==> config.mk <==
export PLATFORM = sky130hd
export DESIGN_NAME = psl_bridge_ctrl
export DESIGN_NICKNAME = d
export VERILOG_FILES = /design/src/rtl/psl_ee_loader.v /design/src/rtl/psl_bridge_ctrl.v
export VERILOG_INCLUDE_DIRS = /design/src /design/src/shared
export SDC_FILE = /design/constraint.sdc
export NUM_CORES = 1
export LEC_CHECK = 0
export BUFFER_PORTS_ARGS = -buffer_cell sky130_fd_sc_hd__buf_2
export CELL_PAD_IN_SITES_DETAIL_PLACEMENT = 1
export CELL_PAD_IN_SITES_GLOBAL_PLACEMENT = 2
export CORE_UTILIZATION = 38
export CTS_BUF_LIST = sky130_fd_sc_hd__clkbuf_8
export CTS_CLUSTER_SIZE = 40
export DETAILED_ROUTE_END_ITERATION = 10
export GPL_ROUTABILITY_DRIVEN = 0
export PLACE_DENSITY_LB_ADDON = 0.1
export SETUP_SLACK_MARGIN = 0.02
export SLEW_MARGIN = 0
export SYNTH_ARGS = -nofsm -noshare
export SYNTH_HDL_FRONTEND = slang
export SYNTH_HIERARCHICAL = 1
export SYNTH_SLANG_ARGS = --single-unit
==> constraint.sdc <==
create_clock -name sys_clk -period 4.8 [get_ports sys_clk]
set_input_delay 1.44 -clock sys_clk [delete_from_list [all_inputs] [get_ports sys_clk]]
set_output_delay 1.44 -clock sys_clk [all_outputs]
set_load 0.01 [all_outputs]
==> src/shared/psl_defs.vh <==
// Constants for the primary-side lock, reset and subsystem identification block.
// Assumes inclusion by plain Verilog-2005 design files of this block only.
`ifndef PSL_DEFS_VH
`define PSL_DEFS_VH

// Configuration dword offsets.
`define PSL_OFF_SUBSYS      8'h40
`define PSL_OFF_SUBSYS_ID   8'h42
`define PSL_OFF_SYSCTRL     8'h80
`define PSL_OFF_MFROUTE     8'h8c

// Field positions.
`define PSL_WP_BIT          5
`define PSL_LOCKSEL_HI      19
`define PSL_LOCKSEL_LO      16
`define PSL_LOCKSEL_VAL     4'h1

// Reset values.
`define PSL_SYSCTRL_RST     32'h0000_0020
`define PSL_MFROUTE_RST     32'h0000_0000
`define PSL_SUBSYS_RST      32'h0000_0000

// Lock granule: 16-byte aligned block, so address bits 3..0 are ignored.
`define PSL_LOCK_LSB        4

// Serial EEPROM loader timing.
`define PSL_CLK_HZ          50000000
`define PSL_SCL_HZ          100000
`define PSL_SCL_DIV         (`PSL_CLK_HZ / (`PSL_SCL_HZ * 4))
`define PSL_EE_DEV_ADDR     7'h50
`define PSL_EE_WORD_ADDR    8'h00

`endif

==> src/rtl/psl_ee_loader.v <==
// Two-wire serial-bus host that reads four bytes from a serial EEPROM.
// Assumes the clock is sys_clk and the EEPROM holds the identifier at word 0.
`timescale 1ns/1ps
`default_nettype none
`include "psl_defs.vh"

module psl_ee_loader #(
	parameter DIV = `PSL_SCL_DIV
) (
	// Clock and reset.
	input  wire        sys_clk,
	input  wire        srst,
	// Control.
	input  wire        start,
	output reg         busy,
	output reg         done,
	output reg         fail,
	output reg  [31:0] data,
	// Serial bus, open drain.
	input  wire        scl_in,
	output reg         scl_oe,
	input  wire        sda_in,
	output reg         sda_oe
);
	localparam S_IDLE = 3'd0;
	localparam S_START = 3'd1;
	localparam S_BIT = 3'd2;
	localparam S_STOP = 3'd3;
	localparam S_RSTART = 3'd4;

	reg [15:0] div_cnt;
	reg        tick;
	reg [2:0]  state;
	reg [1:0]  phase;
	reg [3:0]  bit_cnt;
	reg [2:0]  byte_cnt;
	reg [8:0]  shreg;

	// Quarter-bit enable pulse; the bus is slow so one divider serves all phases.
	always @(posedge sys_clk) begin
		if (srst || !busy) begin
			div_cnt <= 16'h0000;
			tick <= 1'b0;
		end else if (div_cnt == DIV[15:0] - 16'h0001) begin
			div_cnt <= 16'h0000;
			tick <= 1'b1;
		end else begin
			div_cnt <= div_cnt + 16'h0001;
			tick <= 1'b0;
		end
	end

	// Byte sequence: device write, word address, device read, four data bytes.
	function [8:0] tx_byte;
		input [2:0] idx;
		begin
			case (idx)
			3'd0: tx_byte = {`PSL_EE_DEV_ADDR, 1'b0, 1'b1};
			3'd1: tx_byte = {`PSL_EE_WORD_ADDR, 1'b1};
			3'd2: tx_byte = {`PSL_EE_DEV_ADDR, 1'b1, 1'b1};
			3'd6: tx_byte = 9'h1ff;
			default: tx_byte = 9'h1fe;
			endcase
		end
	endfunction

	// Bit engine; data bytes 3..5 are acknowledged by us, the last is not.
	always @(posedge sys_clk) begin
		if (srst) begin
			state <= S_IDLE;
			phase <= 2'd0;
			bit_cnt <= 4'h0;
			byte_cnt <= 3'd0;
			shreg <= 9'h000;
			busy <= 1'b0;
			done <= 1'b0;
			fail <= 1'b0;
			data <= `PSL_SUBSYS_RST;
			scl_oe <= 1'b0;
			sda_oe <= 1'b0;
		end else begin
			done <= 1'b0;
			case (state)
			S_IDLE: begin
				scl_oe <= 1'b0;
				sda_oe <= 1'b0;
				if (start) begin
					busy <= 1'b1;
					fail <= 1'b0;
					byte_cnt <= 3'd0;
					phase <= 2'd0;
					state <= S_START;
				end
			end
			S_START, S_RSTART: if (tick) begin
				phase <= phase + 2'd1;
				case (phase)
				2'd0: begin
					sda_oe <= 1'b0;
					scl_oe <= 1'b0;
				end
				2'd1: sda_oe <= 1'b1;
				2'd2: scl_oe <= 1'b1;
				default: begin
					shreg <= tx_byte(byte_cnt);
					bit_cnt <= 4'h0;
					state <= S_BIT;
				end
				endcase
			end
			S_BIT: if (tick) begin
				phase <= phase + 2'd1;
				case (phase)
				2'd0: sda_oe <= ~shreg[8];
				2'd1: scl_oe <= 1'b0;
				2'd2: begin
					if (scl_in) begin
						shreg <= {shreg[7:0], sda_in};
					end else begin
						phase <= phase; // Clock stretched by the slave.
					end
				end
				default: begin
					scl_oe <= 1'b1;
					bit_cnt <= bit_cnt + 4'h1;
					if (bit_cnt == 4'h8) begin
						if (byte_cnt < 3'd3 && shreg[0]) begin
							fail <= 1'b1;
							state <= S_STOP;
						end else begin
							if (byte_cnt >= 3'd3) begin
								data <= {shreg[8:1], data[31:8]};
							end
							byte_cnt <= byte_cnt + 3'd1;
							if (byte_cnt == 3'd1) begin
								state <= S_RSTART;
							end else if (byte_cnt == 3'd6) begin
								state <= S_STOP;
							end else begin
								shreg <= tx_byte(byte_cnt + 3'd1);
								bit_cnt <= 4'h0;
							end
						end
					end
				end
				endcase
			end
			S_STOP: if (tick) begin
				phase <= phase + 2'd1;
				case (phase)
				2'd0: sda_oe <= 1'b1;
				2'd1: scl_oe <= 1'b0;
				2'd2: sda_oe <= 1'b0;
				default: begin
					busy <= 1'b0;
					done <= ~fail;
					state <= S_IDLE;
				end
				endcase
			end
			default: state <= S_IDLE;
			endcase
		end
	end
endmodule

`default_nettype wire

==> src/rtl/psl_bridge_ctrl.v <==
// Primary-side control: reset qualification, downstream lock, subsystem identifier.
// Assumes all inputs are synchronous to sys_clk and a PCI target decoder outside.
`timescale 1ns/1ps
`default_nettype none
`include "psl_defs.vh"

// What this block does
// - Outputs stay released while global reset is asserted.
// - Lock reaches shared pin 4 only when routing bits 19..16 select it.
// - Locks honoured downstream only, never for card-initiated upstream cycles.
// - Other initiators still reach unlocked addresses while lock held.
// - Bus grant alone never confers lock; lock taken by its own handshake.
// - Locked resource is the whole aligned 16-byte block.
// - Write posting off while locked, back on after release.
// - Downstream lock forwarded on the card-bus lock signal.
// - Vendor identifier at 40h, subsystem identifier at 42h, one dword.
// - Identifier registers read-only unless write-protect bit 5 at 80h cleared.
// - After each primary bus reset, identifier loads from serial EEPROM.
// - Suspend blocks bus reset from reaching the lock tracker, access filter and loader.
// - Optional interrupt A output provided beside mandatory signals.
module psl_bridge_ctrl #(
	parameter EE_DIV = `PSL_SCL_DIV
) (
	// Clock and resets.
	input  wire        sys_clk,
	input  wire        srst,
	input  wire        global_reset_n,
	input  wire        pci_bus_reset_n,
	input  wire        suspend,
	// Configuration access, one dword per cycle.
	input  wire        cfg_wr,
	input  wire        cfg_rd,
	input  wire [7:0]  cfg_addr,
	input  wire [3:0]  cfg_be,
	input  wire [31:0] cfg_wdata,
	output reg  [31:0] cfg_rdata,
	output reg         cfg_rvalid,
	// Primary transaction observation.
	input  wire        txn_start,
	input  wire        txn_upstream,
	input  wire        txn_write,
	input  wire [31:0] txn_addr,
	input  wire        txn_lock_n,
	input  wire        txn_lock_master,
	output reg         txn_retry,
	output reg         post_enable,
	// Lock routing.
	output reg         shared_function_pin_4,
	output reg         shared_function_pin_4_oe,
	output reg         cblock_out_n,
	output reg         cblock_oe,
	// Interrupt A, open drain.
	input  wire        card_irq,
	output reg         inta_oe,
	// Serial EEPROM.
	input  wire        scl_in,
	output reg         scl_oe,
	input  wire        sda_in,
	output reg         sda_oe,
	// Status.
	output reg         ee_loading,
	output reg         ee_fail
);
	// Configuration dwords held here.
	reg  [31:0] sysctrl;
	reg  [31:0] mfroute;
	reg  [31:0] subsys;

	// Lock owner state and the block it protects.
	reg         lock_held;
	reg  [27:0] lock_block;

	// Reset tree and loader handshake.
	reg         pci_bus_reset_n_q;
	reg         ee_start;
	wire        core_rst;
	wire        prim_rst;

	// Loader outputs before retiming.
	wire        ee_busy;
	wire        ee_done;
	wire        ee_fail_w;
	wire [31:0] ee_data;
	wire        ee_scl_oe;
	wire        ee_sda_oe;

	// Decoded levels and strobes.
	wire        lock_route;
	wire        lock_live;
	wire        id_writable;
	wire        wr_subsys;
	wire        wr_sysctrl;
	wire        wr_mfroute;
	wire        block_hit;

	// Dword offsets of the decoded registers; only address bits 7..2 take part.
	// Holding them as sized constants keeps every decode compare six bits wide.
	localparam [7:0] OFF_SUBSYS  = `PSL_OFF_SUBSYS;
	localparam [7:0] OFF_SYSCTRL = `PSL_OFF_SYSCTRL;
	localparam [7:0] OFF_MFROUTE = `PSL_OFF_MFROUTE;

	// Reset tree. Global reset and the local reset clear everything, registers
	// included. The primary bus reset only reaches the lock tracker, the access
	// filter and the serial loader, and suspend cuts it off so that a sleeping
	// host cannot wipe the identifier or restart a load.
	assign core_rst = srst | ~global_reset_n;
	assign prim_rst = core_rst | (~pci_bus_reset_n & ~suspend);
	// The external sequencing of the two resets is trusted, not checked.
	assign lock_route = mfroute[`PSL_LOCKSEL_HI:`PSL_LOCKSEL_LO] == `PSL_LOCKSEL_VAL;

	// Lock as the pins show it. A bus reset clears the tracker one edge late, so
	// it is masked here; otherwise the card lock would linger for a cycle after
	// posting has already come back on.
	assign lock_live = lock_held & ~prim_rst;

	// Write decode. The identifier dword opens only while the protect bit is clear;
	// the other two registers are always writable. A write to a protected
	// identifier is dropped silently, as a read-only register would.
	assign id_writable = ~sysctrl[`PSL_WP_BIT];
	assign wr_subsys = cfg_wr & (cfg_addr[7:2] == OFF_SUBSYS[7:2]) & id_writable;
	assign wr_sysctrl = cfg_wr & (cfg_addr[7:2] == OFF_SYSCTRL[7:2]);
	assign wr_mfroute = cfg_wr & (cfg_addr[7:2] == OFF_MFROUTE[7:2]);

	// An access lands in the locked block when its 16-byte aligned address matches.
	// Only the upper address bits are compared, so any byte in the block counts.
	assign block_hit = txn_addr[31:`PSL_LOCK_LSB] == lock_block;

	// Byte-lane merge shared by every writable register.
	// Lanes whose enable is low keep their old contents.
	function [31:0] merge;
		input [31:0] old;
		input [31:0] nw;
		input [3:0]  be;
		integer i;
		begin
			merge = old;
			for (i = 0; i < 4; i = i + 1) begin
				if (be[i]) begin
					merge[i*8 +: 8] = nw[i*8 +: 8];
				end
			end
		end
	endfunction

	// Serial loader; its reset follows the gated primary reset so suspend holds it too.
	// Its pin enables are retimed below, so they leave the block from flip-flops.
	psl_ee_loader #(
		.DIV (EE_DIV)
	) u_loader (
		.sys_clk (sys_clk),
		.srst    (prim_rst),
		.start   (ee_start),
		.busy    (ee_busy),
		.done    (ee_done),
		.fail    (ee_fail_w),
		.data    (ee_data),
		.scl_in  (scl_in),
		.scl_oe  (ee_scl_oe),
		.sda_in  (sda_in),
		.sda_oe  (ee_sda_oe)
	);

	// Kick the loader once on each release of the primary reset.
	// The previous reset level is held high through global reset, so the first
	// load after power-up starts as well. While suspend blocks the bus reset no
	// release is ever seen, so no load starts either.
	always @(posedge sys_clk) begin
		if (core_rst) begin
			pci_bus_reset_n_q <= 1'b1;
			ee_start <= 1'b0;
		end else begin
			pci_bus_reset_n_q <= prim_rst;
			ee_start <= pci_bus_reset_n_q & ~prim_rst;
		end
	end

	// Configuration registers; identifier writes only while write-protect is clear.
	// A finished serial load and a firmware write in the same cycle both aim at the
	// identifier; the load wins, since it reflects the board that is really fitted.
	always @(posedge sys_clk) begin
		if (core_rst) begin
			sysctrl <= `PSL_SYSCTRL_RST;
			mfroute <= `PSL_MFROUTE_RST;
			subsys <= `PSL_SUBSYS_RST;
		end else begin
			if (ee_done) begin
				subsys <= ee_data;
			end else if (wr_subsys) begin
				subsys <= merge(subsys, cfg_wdata, cfg_be);
			end
			// Firmware is trusted to set protection back afterwards.
			if (wr_sysctrl) begin
				sysctrl <= merge(sysctrl, cfg_wdata, cfg_be);
			end
			// The routing register decides whether the lock reaches shared pin 4.
			if (wr_mfroute) begin
				mfroute <= merge(mfroute, cfg_wdata, cfg_be);
			end
		end
	end

	// Read mux; vendor word in the low half, subsystem word in the high half.
	// The data register follows the address every cycle, so it is valid in the
	// cycle after the read strobe; unmapped dwords read as zero.
	always @(posedge sys_clk) begin
		if (core_rst) begin
			cfg_rdata <= 32'h0000_0000;
			cfg_rvalid <= 1'b0;
		end else begin
			cfg_rvalid <= cfg_rd;
			case (cfg_addr[7:2])
			OFF_SUBSYS[7:2]: cfg_rdata <= subsys;
			OFF_SYSCTRL[7:2]: cfg_rdata <= sysctrl;
			OFF_MFROUTE[7:2]: cfg_rdata <= mfroute;
			default: cfg_rdata <= 32'h0000_0000;
			endcase
		end
	end

	// Lock tracker: owner takes it by its own handshake on an unlocked bus.
	// A locked access with lock released on the pin frees the block.
	// Winning arbitration alone never counts: the lock pin must be low in the
	// address phase. Card-initiated cycles heading upstream never lock.
	// Only one block is tracked; that is all a single lock owner can hold.
	always @(posedge sys_clk) begin
		if (prim_rst) begin
			lock_held <= 1'b0;
			lock_block <= 28'h000_0000;
		end else if (!lock_held) begin
			if (txn_start && txn_lock_master && !txn_upstream && !txn_lock_n) begin
				lock_held <= 1'b1;
				lock_block <= txn_addr[31:`PSL_LOCK_LSB];
			end
		end else if (txn_lock_n && txn_lock_master) begin
			lock_held <= 1'b0;
		end
	end

	// Access filter: retry only non-owners hitting the locked block.
	// Accesses outside the block, and all upstream ones, pass untouched; posting is
	// held off for the whole locked period to keep write order behind the lock.
	always @(posedge sys_clk) begin
		if (prim_rst) begin
			txn_retry <= 1'b0;
			post_enable <= 1'b1;
		end else begin
			txn_retry <= txn_start && lock_held && !txn_lock_master && !txn_upstream &&
				block_hit;
			post_enable <= ~lock_held;
		end
	end

	// Lock pins: all released while global reset is asserted.
	// The lock pin mirrors the owner's lock when routed; a limitation is that
	// only the owner's qualification is shown, not other agents' use of it.
	always @(posedge sys_clk) begin
		if (core_rst) begin
			shared_function_pin_4 <= 1'b1;
			shared_function_pin_4_oe <= 1'b0;
			cblock_out_n <= 1'b1;
			cblock_oe <= 1'b0;
		end else begin
			shared_function_pin_4 <= ~lock_live;
			shared_function_pin_4_oe <= lock_route;
			cblock_out_n <= ~lock_live;
			cblock_oe <= lock_live;
		end
	end

	// Interrupt A drive; the card's request is passed on one clock late.
	always @(posedge sys_clk) begin
		if (core_rst) begin
			inta_oe <= 1'b0;
		end else begin
			inta_oe <= card_irq;
		end
	end

	// Serial bus drives and loader status, retimed so every output leaves a flip-flop.
	// The extra cycle of delay is small against a quarter-bit period.
	always @(posedge sys_clk) begin
		if (core_rst) begin
			scl_oe <= 1'b0;
			sda_oe <= 1'b0;
			ee_loading <= 1'b0;
			ee_fail <= 1'b0;
		end else begin
			scl_oe <= ee_scl_oe;
			sda_oe <= ee_sda_oe;
			ee_loading <= ee_busy;
			ee_fail <= ee_fail_w;
		end
	end
endmodule

`default_nettype wire

==> results.yml, run 1 <==
setup_path:
  crit_arrival_ps: 3470
  crit_start: "cfg_addr[6]"
  worstPathMaxFanout: 27
  reg2reg_depth: 5
  r2r-start: "u_loader/state[1]"
  worstReg2RegEnd: "u_loader/data[18]"
  cp.required_ps: 5240
  reg2reg_slack_ps: 1850
  end_kind: "flop"
  crit_type: "in -> reg"
  crit_path_start_kind: "input pin"
die:
  pin_count: 135
  start_util_pct: 39.1
  die_h_um: 169
  die_area_sq_mm: 0.0286
  die_w_um: 169
  row_count: 60
  coreArea_sq_mm: 0.0272
clocking:
  root_buffer: "clkbuf_8"
  cts_inserted_buffers: 45
  post_cts_buffers: 0
  holdBufCountCts: 0
  cts_tree: "yes"
  cts_buffer_depth: 3
  clock_latency_ps: 540
  path_clk_slew_ps: 60
  clkSinkCount: 245
  cts_resized: 0
  htreeDepth: 2
sta:
  finClkSkew_ps: 20.1
  fmax_mhz: 330
  max_slew_margin_pct: 25.4
  finalSetupTns_ps: 0
  tightest_slew_ps: 1120
  setup_viol: 0
  period_minus_slack_ps: 3030
  final_hold_viol_count: 0
  fin_crit_sh_pct: 63.1
  drv_slew: 0
  rsz0062_at_grt: "false"
synth:
  synth_area_sq_mm: 0.0106
  syn_inst: 1232
  syn_avg_cell_area_sq_um: 8.62
  async_reset_ff_share_pct: 0
  synth_common_cells: "dfxtp_1 (245), nand2_1 (226), a21oi_1 (87)"
  synth_seq_cells: 245
  ys_seq_area_share_pct: 46.2
  syn_nets: 1339
  synth_top_area_share_pct: 46.2
  synth_area_leaders: "dfxtp_1 (46%), nand2_1 (8.0%), a21oi_1 (4.1%)"
  yosysMostFrequentCell: "dfxtp_1"
  ys.flop_type: "dfxtp_1"
  yosysWarnings: 6
  synth.distinct_cells: 73
  synth_edf_count: 0
  synth_area_leader_cell: "dfxtp_1"
flow_run:
  cap_violations: 0
global_routing:
  first_global_vias: 9345
  gr-total-overflow: 0
  grt_use_total_pct: 20.9
  antenna_found_initial: 2
  grt_max_degree: 65
  grt_pass1_wl_mm: 48.6
power:
  seq_power_share_pct: 51.2
  peakVddDrop_uv: 183
  p_int_uw: 3040
  leakagePower_uw: 0.00419
  p_clk_share_pct: 45.0
  power.switching_uw: 945
  p_per_area_mw_per_mm2: 330
  p_comb_share_pct: 3.8
  swShare_pct: 23.7
final_layout:
  final_nets: 1433
  instances_no_fill: 1723
  layout-area-overhead-vs-synth_pct: 13.9
  layout-drive-gt1-share_pct: 16.9
  n_antenna_cell: 0
place:
  place_hpwl_mm: 19.9
  placedCellCount: 1651
  portBuffers: 127
detailed_routing:
  via_per_inst: 5.33
  vias: 9175
  routedWlPerCell_um: 17.3
  detail-route-antenna-nets: 0
  drt_iter0_drc: 660
  drt-pass1-iter-count: 5
  wl_mm: 29.8
  drc: 0
min_path:
  hold_class: "reg -> reg"
  hp-start: "pci_bus_reset_n_q"
  min_path_cells: 1
  holdPathEnd: "ee_start"
outcome:
  outcome: "finished, final reports clean"
worst max-delay path: stages:
cell	delay (ps)
buf_2	130
nor4b_4	590
and2_1	480
buf_4	450
a222oi_1	190
nor2_1	180
logic make-up after synthesis:
logic type | after synthesis | synth area share (%)
XOR/XNOR | 44 | 3.63
buffers and inverters | 150 | 7.04
AND/OR/NAND/NOR | 467 | 20.8
AO/OA/AOI/OAI | 296 | 18.9
multiplexers | 13 | 1.48
flip-flops | 245 | 46.2
adder cells (fa/ha/maj) | 17 | 1.98
placed cells by master (no fill, tap or decap), types with 5 or more instances in the layout:
cell type / n
mux2i_1: 6
nor2b_1: 13
nor4_1: 11
nand2b_1: 6
ha_1: 16
and2_1: 16
clkbuf_8: 51
buf_2: 127
nor2_1: 66
nand2_1: 226
nand4_1: 20
a222oi_1: 32
mux2_4: 5
buf_4: 15
a21oi_1: 87
nand3_1: 73
dfxtp_1: 244
a221oi_2: 6
xor2_1: 30
a221oi_1: 28
xnor2_1: 14
inv_1: 71
o21ai_0: 70
a31oi_1: 36
metrics by stage:
stage	hold WS, ps	instance area [sq um]	worst slack (ps)	util, %	total power (uW)
after floorplan	406	10600	1520	-	2160
after global placement	409	11300	1230	41.6	2240
after detailed placement	414	11300	1140	41.6	2240
after CTS	428	12100	1700	44.5	4060
after global routing	435	12100	1540	44.5	4150
final	424	12100	1770	44.5	3990
worst max path at each step:
stage	end	slack [ps]	depth (start not counted)
global route	u_loader/data[21]	1540	5
detailed placement	u_loader/div_cnt[3]	1140	6
global placement	cfg_rdata[31]	1230	6
CTS	u_loader/div_cnt[3]	1700	6
finish	cfg_rdata[31]	1770	6
floorplan	u_loader/tick	1520	9
state kept, by name, summed over array words and instances (netlist names), 2 cells and up:
register / flops
cfg_rdata: 32
mfroute: 32
subsys: 32
sysctrl: 32
u_loader/data: 32
lock_block: 28
u_loader/div_cnt: 16
u_loader/shreg: 9
u_loader/bit_cnt: 4
u_loader/byte_cnt: 3
u_loader/state: 3
u_loader/phase: 2
metal layers:
layer / global-route usage (%) / vias to the layer above / share of wire [%]
met5: 0 / - / 0.077
met4: 6.23 / 4 / 2.1
met3: 3.57 / 56 / 4.4
met2: 35.9 / 189 / 47
met1: 26.6 / 4399 / 46
li1: - / 4527 / -
area by class of cell:
class / count / area, sq um
multi-input combinational: 837 / 4970
clock buffer: 51 / 702
fill: 3294 / 15100
clock inverter: 21 / 88.8
timing repair buffer: 142 / 748
inverter: 55 / 206
tap: 372 / 465
sequential: 245 / 4910
power by group through the flow:
stage / clock network, uW / logic, uW / registers [uW]
floorplan: 0 / 77.8 / 2080
global placement: 0 / 154 / 2090
detailed placement: 0 / 155 / 2090
CTS: 1860 / 155 / 2040
global route: 1940 / 168 / 2040
finish: 1790 / 153 / 2040
Power figures use the tool's default switching activity.
==> run 2, diff against run 1 <==
--- a/config.mk
+++ b/config.mk
@@ -9,7 +9,7 @@
 export BUFFER_PORTS_ARGS = -buffer_cell sky130_fd_sc_hd__buf_2
 export CELL_PAD_IN_SITES_DETAIL_PLACEMENT = 1
 export CELL_PAD_IN_SITES_GLOBAL_PLACEMENT = 2
-export CORE_UTILIZATION = 38
+export CORE_UTILIZATION = 36
 export CTS_BUF_LIST = sky130_fd_sc_hd__clkbuf_8
 export CTS_CLUSTER_SIZE = 40
 export DETAILED_ROUTE_END_ITERATION = 10
==> constraint.sdc (replaced) <==
create_clock -name sys_clk -period 2.8 [get_ports sys_clk]
set_input_delay 0.84 -clock sys_clk [delete_from_list [all_inputs] [get_ports sys_clk]]
set_output_delay 0.84 -clock sys_clk [all_outputs]
set_load 0.01 [all_outputs]
==> results.yml, run 2 (synthesis gave the netlist of run 1 again) <==
detailed_routing:
  vias: 9361
  wl_mm: 30.4
  detail-route-antenna-nets: 0
  drt-pass1-iter-count: 9
  routedWlPerCell_um: 17.1
  drt_iter0_drc: 647
  drc: 0
  via_per_inst: 5.27
sta:
  fin_crit_sh_pct: 81.0
  finClkSkew_ps: 19.3
  period_minus_slack_ps: 2270
  max_slew_margin_pct: 30.5
  fmax_mhz: 441
  drv_slew: 0
  finalSetupTns_ps: 0
  setup_viol: 0
  final_hold_viol_count: 0
  tightest_slew_ps: 1040
  rsz0062_at_grt: "false"
clocking:
  htreeDepth: 2
  cts_resized: 0
  clkSinkCount: 245
  path_clk_slew_ps: 50
  post_cts_buffers: 0
  clock_latency_ps: 550
  cts_inserted_buffers: 46
  cts_buffer_depth: 3
  root_buffer: "clkbuf_8"
  cts_tree: "yes"
  holdBufCountCts: 0
final_layout:
  fillCellCount: 3498
  final_common_cell: "dfxtp_1"
  layout-area-overhead-vs-synth_pct: 17.6
  layout-drive-gt1-share_pct: 19.4
  final_cell_mix: "dfxtp_1 (244), nand2_1 (226), buf_2 (127), a21oi_1 (87), nand3_1 (73)"
  fin_util_pct: 43.3
  final_nets: 1467
  n_antenna_cell: 0
setup_path:
  worstPathMaxFanout: 7
  cp.required_ps: 3240
  path_cells: "inv_1, ha_1, and2_1, a2111oi_2, or3_1, nand2_8, mux2_4"
  critical_path.top_delay_family: "simple AND/OR/NAND/NOR gates"
  end_kind: "flop"
  worstReg2RegEnd: "u_loader/shreg[7]"
  reg2reg_depth: 7
  crit_arrival_ps: 2710
  crit_type: "reg -> reg"
  reg2reg_slack_ps: 530
  crit_path_start_kind: "flop"
  r2r-start: "u_loader/byte_cnt[0]"
  critical_path.slowest_cell: "dfxtp_1"
  critical_path_buf_inv_count: 1
  cpPeakStageDelay_ps: 440
die:
  row_count: 62
  pin_count: 135
  die_h_um: 174
  coreArea_sq_mm: 0.0289
  die_area_sq_mm: 0.0302
  start_util_pct: 36.8
  die_w_um: 174
global_routing:
  grt_pass1_wl_mm: 49.9
  grt_max_degree: 63
  gr-total-overflow: 0
  first_global_vias: 9439
  grt_use_total_pct: 20.1
  antenna_found_initial: 1
min_path:
  min_path_cells: 1
  hold_class: "reg -> reg"
  hp-start: "pci_bus_reset_n_q"
  holdPathEnd: "ee_start"
place:
  place_hpwl_mm: 20.4
  portBuffers: 127
power:
  finalPower_uw: 7160
  p_comb_share_pct: 3.8
  peakVddDrop_uv: 331
  swShare_pct: 23.6
  seq_power_share_pct: 48.9
  p_per_area_mw_per_mm2: 573
  power.switching_uw: 1690
  p_clk_share_pct: 47.3
  leakagePower_uw: 0.00442
  p_int_uw: 5470
outcome:
  outcome: "finished, final reports clean"
flow_run:
  cap_violations: 0
-- run 2: changes by cell type in the layout (fill, tap and decap cells not counted), sizes merged --
| cell | delta |
|---|---|
| clkbuf | +8 |
| buf | +33 |
| inv | -1 |
| clkinv | +2 |
| clkinvlp | -2 |
-- run 2: power groups by stage --
stage / Clock, uW / Combinational [uW] / Sequential [uW]
2_1_floorplan: 0 / 133 / 3570
3_3_place_gp: 0 / 276 / 3570
3_5_place_dp: 0 / 277 / 3570
4_1_cts: 3510 / 278 / 3500
5_1_grt: 3670 / 300 / 3500
6_report: 3390 / 274 / 3500
-- run 2: area by class of cell --
cell class              instances  area [sq um]  area share, %
well taps                     384           480           3.85
clock inverters                20          85.1          0.682
flip-flops and latches        245          4910           39.3
repair buffers                175          1020           8.18
clock buffers                  59           812           6.50
multi-input cells             837          4970           39.8
inverters                      55           206           1.65
-- run 2: per-layer routing --
metal	wire length [um]	global-route usage, %	vias up
met4	577	5.77	2
met2	13800	32.5	199
li1	-	-	4601
met3	1500	3.95	53
met5	8	0	-
met1	14600	27.2	4506
-- run 2: worst max-delay path by stage --
stage	startpoint	end	slack [ps]	cells after the start
3_3_place_gp	cfg_addr[2]	cfg_rdata[3]	160	6
6_report	u_loader/byte_cnt[0]	u_loader/shreg[7]	530	7
5_1_grt	u_loader/byte_cnt[0]	u_loader/shreg[0]	380	7
2_1_floorplan	srst	u_loader/tick	120	9
4_1_cts	u_loader/byte_cnt[0]	u_loader/shreg[7]	510	7
3_5_place_dp	cfg_addr[2]	cfg_rdata[13]	130	6
-- run 2: stage by stage --
| stage | area (sq um) | std cells | setup slack, ps | hold WS, ps |
|---|---|---|---|---|
| floorplan | 10600 | 1232 | 125 | 406 |
| global placement | 11600 | 1696 | 165 | 410 |
| detailed placement | 11600 | 1696 | 134 | 418 |
| CTS | 12500 | 1775 | 506 | 436 |
| global route | 12500 | 1775 | 375 | 451 |
| finish | 12500 | 1775 | 532 | 430 |
==> run 3, diff against run 2 <==
--- a/config.mk
+++ b/config.mk
@@ -9,7 +9,7 @@
 export BUFFER_PORTS_ARGS = -buffer_cell sky130_fd_sc_hd__buf_2
 export CELL_PAD_IN_SITES_DETAIL_PLACEMENT = 1
 export CELL_PAD_IN_SITES_GLOBAL_PLACEMENT = 2
-export CORE_UTILIZATION = 36
+export CORE_UTILIZATION = 33
 export CTS_BUF_LIST = sky130_fd_sc_hd__clkbuf_8
 export CTS_CLUSTER_SIZE = 40
 export DETAILED_ROUTE_END_ITERATION = 10
==> constraint.sdc (replaced) <==
create_clock -name sys_clk -period 1.9 [get_ports sys_clk]
set_input_delay 0.57 -clock sys_clk [delete_from_list [all_inputs] [get_ports sys_clk]]
set_output_delay 0.57 -clock sys_clk [all_outputs]
set_load 0.01 [all_outputs]
==> results.yml, run 3 (synthesis gave the netlist of run 1 again) <==
global_routing:
  first_global_vias: 9840
  busiest_layer: "met2"
  grt_util_met1_pct: 24.8
  use_met3_pct: 3.45
  grt_max_degree: 65
  grt_use_total_pct: 19.1
  antenna_found_initial: 0
  met2_usage_pct: 31.9
  grt_pass1_wl_mm: 51.1
  gr-total-overflow: 0
setup_path:
  endpoint: "u_loader/shreg[2]"
  path_depth: 7
  end_kind: "flop"
  crit_type: "reg -> reg"
  reg2reg_depth: 7
  r2r-start: "u_loader/byte_cnt[1]"
  critical_path.top_delay_family: "compound AO/OA/AOI/OAI gates"
  crit_start: "u_loader/byte_cnt[1]"
  crit_arrival_ps: 2320
  reg2reg_slack_ps: 20
  critical_path.slowest_cell: "dfxtp_4"
  cp.required_ps: 2340
  worstReg2RegEnd: "u_loader/shreg[2]"
  cpPeakStageDelay_ps: 390
  path_common_cell: "ha_1"
  worstPathMaxFanout: 6
  path_cells: "ha_1, ha_1, inv_1, a211o_1, a21oi_4, a21oi_1, mux2_4"
  crit_path_start_kind: "flop"
  critical_path_buf_inv_count: 1
detailed_routing:
  via_per_inst: 5.13
  routedWlPerCell_um: 16.9
  detail-route-antenna-nets: 0
  drt_iter0_drc: 580
  vias: 9554
  drt-pass1-iter-count: 6
  wl_mm: 31.5
  drc: 0
final_layout:
  layout-area-overhead-vs-synth_pct: 26.3
  n_antenna_cell: 0
  final_common_cell: "dfxtp_1"
  layout-drive-gt1-share_pct: 25.9
  final_cell_mix: "dfxtp_1 (238), nand2_1 (226), buf_2 (127), buf_4 (102), a21oi_1 (82)"
  instances_no_fill: 1863
  final_nets: 1536
sta:
  finClkSkew_ps: 29.6
  post-route-worst-setup-slack_ps: 17.3
  rsz0062_at_grt: "true"
  max_slew_margin_pct: 61.5
  fmax_mhz: 531
  drv_slew: 0
  tightest_slew_ps: 578
  period_minus_slack_ps: 1880
  fin_crit_sh_pct: 99.1
  whs_ps: 202
  setup_viol: 0
  final_hold_viol_count: 0
place:
  placedCellCount: 1771
  portBuffers: 127
  post-place-ws_ps: -198
  place_hpwl_mm: 21.6
clocking:
  cts_inserted_buffers: 45
  htreeDepth: 2
  root_buffer: "clkbuf_8"
  cts_buffer_depth: 3
  clkSinkCount: 245
  path_clk_slew_ps: 60
  holdBufCountCts: 0
  cts_tree: "yes"
  clock_latency_ps: 580
die:
  row_count: 65
  coreArea_sq_mm: 0.0316
  die_area_sq_mm: 0.0329
  die_w_um: 181
  die_h_um: 181
  start_util_pct: 33.6
  pin_count: 135
power:
  leakagePower_uw: 0.00485
  p_per_area_mw_per_mm2: 784
  finalPower_uw: 10500
  peakVddDrop_uv: 510
min_path:
  hold_class: "in -> reg"
  hp-start: "cfg_rd"
flow_run:
  cap_violations: 0
outcome:
  outcome: "finished, final reports clean"
-- run 3: cell types whose count changed in the layout (fill, tap and decap cells not counted), moves of 6 or more --
cell,delta
ha_1,-7
clkbuf_8,-8
dfxtp_1,-6
buf_12,+11
buf_4,+56
-- run 3: metal layers --
| layer | wire (um) | up-vias |
|---|---|---|
| met1 | 14900 | 4578 |
| met5 | 0 | - |
| met2 | 14800 | 175 |
| met3 | 1310 | 47 |
| li1 | - | 4754 |
| met4 | 605 | 0 |
-- run 3: per-stage QoR --
step / setup TNS, ps / util [%] / cell area, sq um
2_1_floorplan: -5.19 / - / 10800
3_3_place_gp: -5310 / 38.7 / 12300
3_5_place_dp: -7800 / 38.7 / 12300
4_1_cts: 0 / 41.8 / 13200
5_1_grt: -300 / 42.4 / 13400
6_report: 0 / 42.4 / 13400
-- run 3: final cells by class --
type | instances | area (sq um)
sequential | 245 | 4930
clock inverter | 28 | 174
inverter | 55 | 215
fill | 3766 | 18200
timing repair buffer | 245 | 1710
multi-input combinational | 837 | 5180
clock buffer | 51 | 702
tap | 402 | 503
-- run 3: worst min path at each step --
| stage | to | slack, ps | depth (start not counted) |
|---|---|---|---|
| 2_1_floorplan | ee_start | 410 | 1 |
| 3_3_place_gp | ee_start | 410 | 1 |
| 3_5_place_dp | ee_start | 430 | 1 |
| 4_1_cts | cfg_rvalid | 160 | 2 |
| 5_1_grt | cfg_rvalid | 180 | 2 |
| 6_report | cfg_rvalid | 200 | 2 |
-- run 3: repair_timing --
| action | 4_1_cts | 5_1_grt |
|---|---|---|
| setup endpoints to repair | 19 | 50 |
| gates resized for setup | 19 | 19 |
| buffers inserted | 2 | 10 |
| gates cloned | 0 | 1 |
| pin swaps | 11 | 13 |
-- run 3: power breakdown --
| part | total, uW | leakage (uW) | internal (uW) | switching, uW |
|---|---|---|---|---|
| logic | 444 | 0.00236 | 173 | 271 |
| registers | 5150 | 0.00198 | 5140 | 6.68 |
| clock network | 4920 | 0.000504 | 2620 | 2300 |
-- run 3: worst register-to-register path: stages (launching register included) --
cell,delay [ps]
dfxtp_4,390
ha_1,200
ha_1,290
inv_1,40
a211o_1,280
a21oi_4,200
a21oi_1,100
mux2_4,270
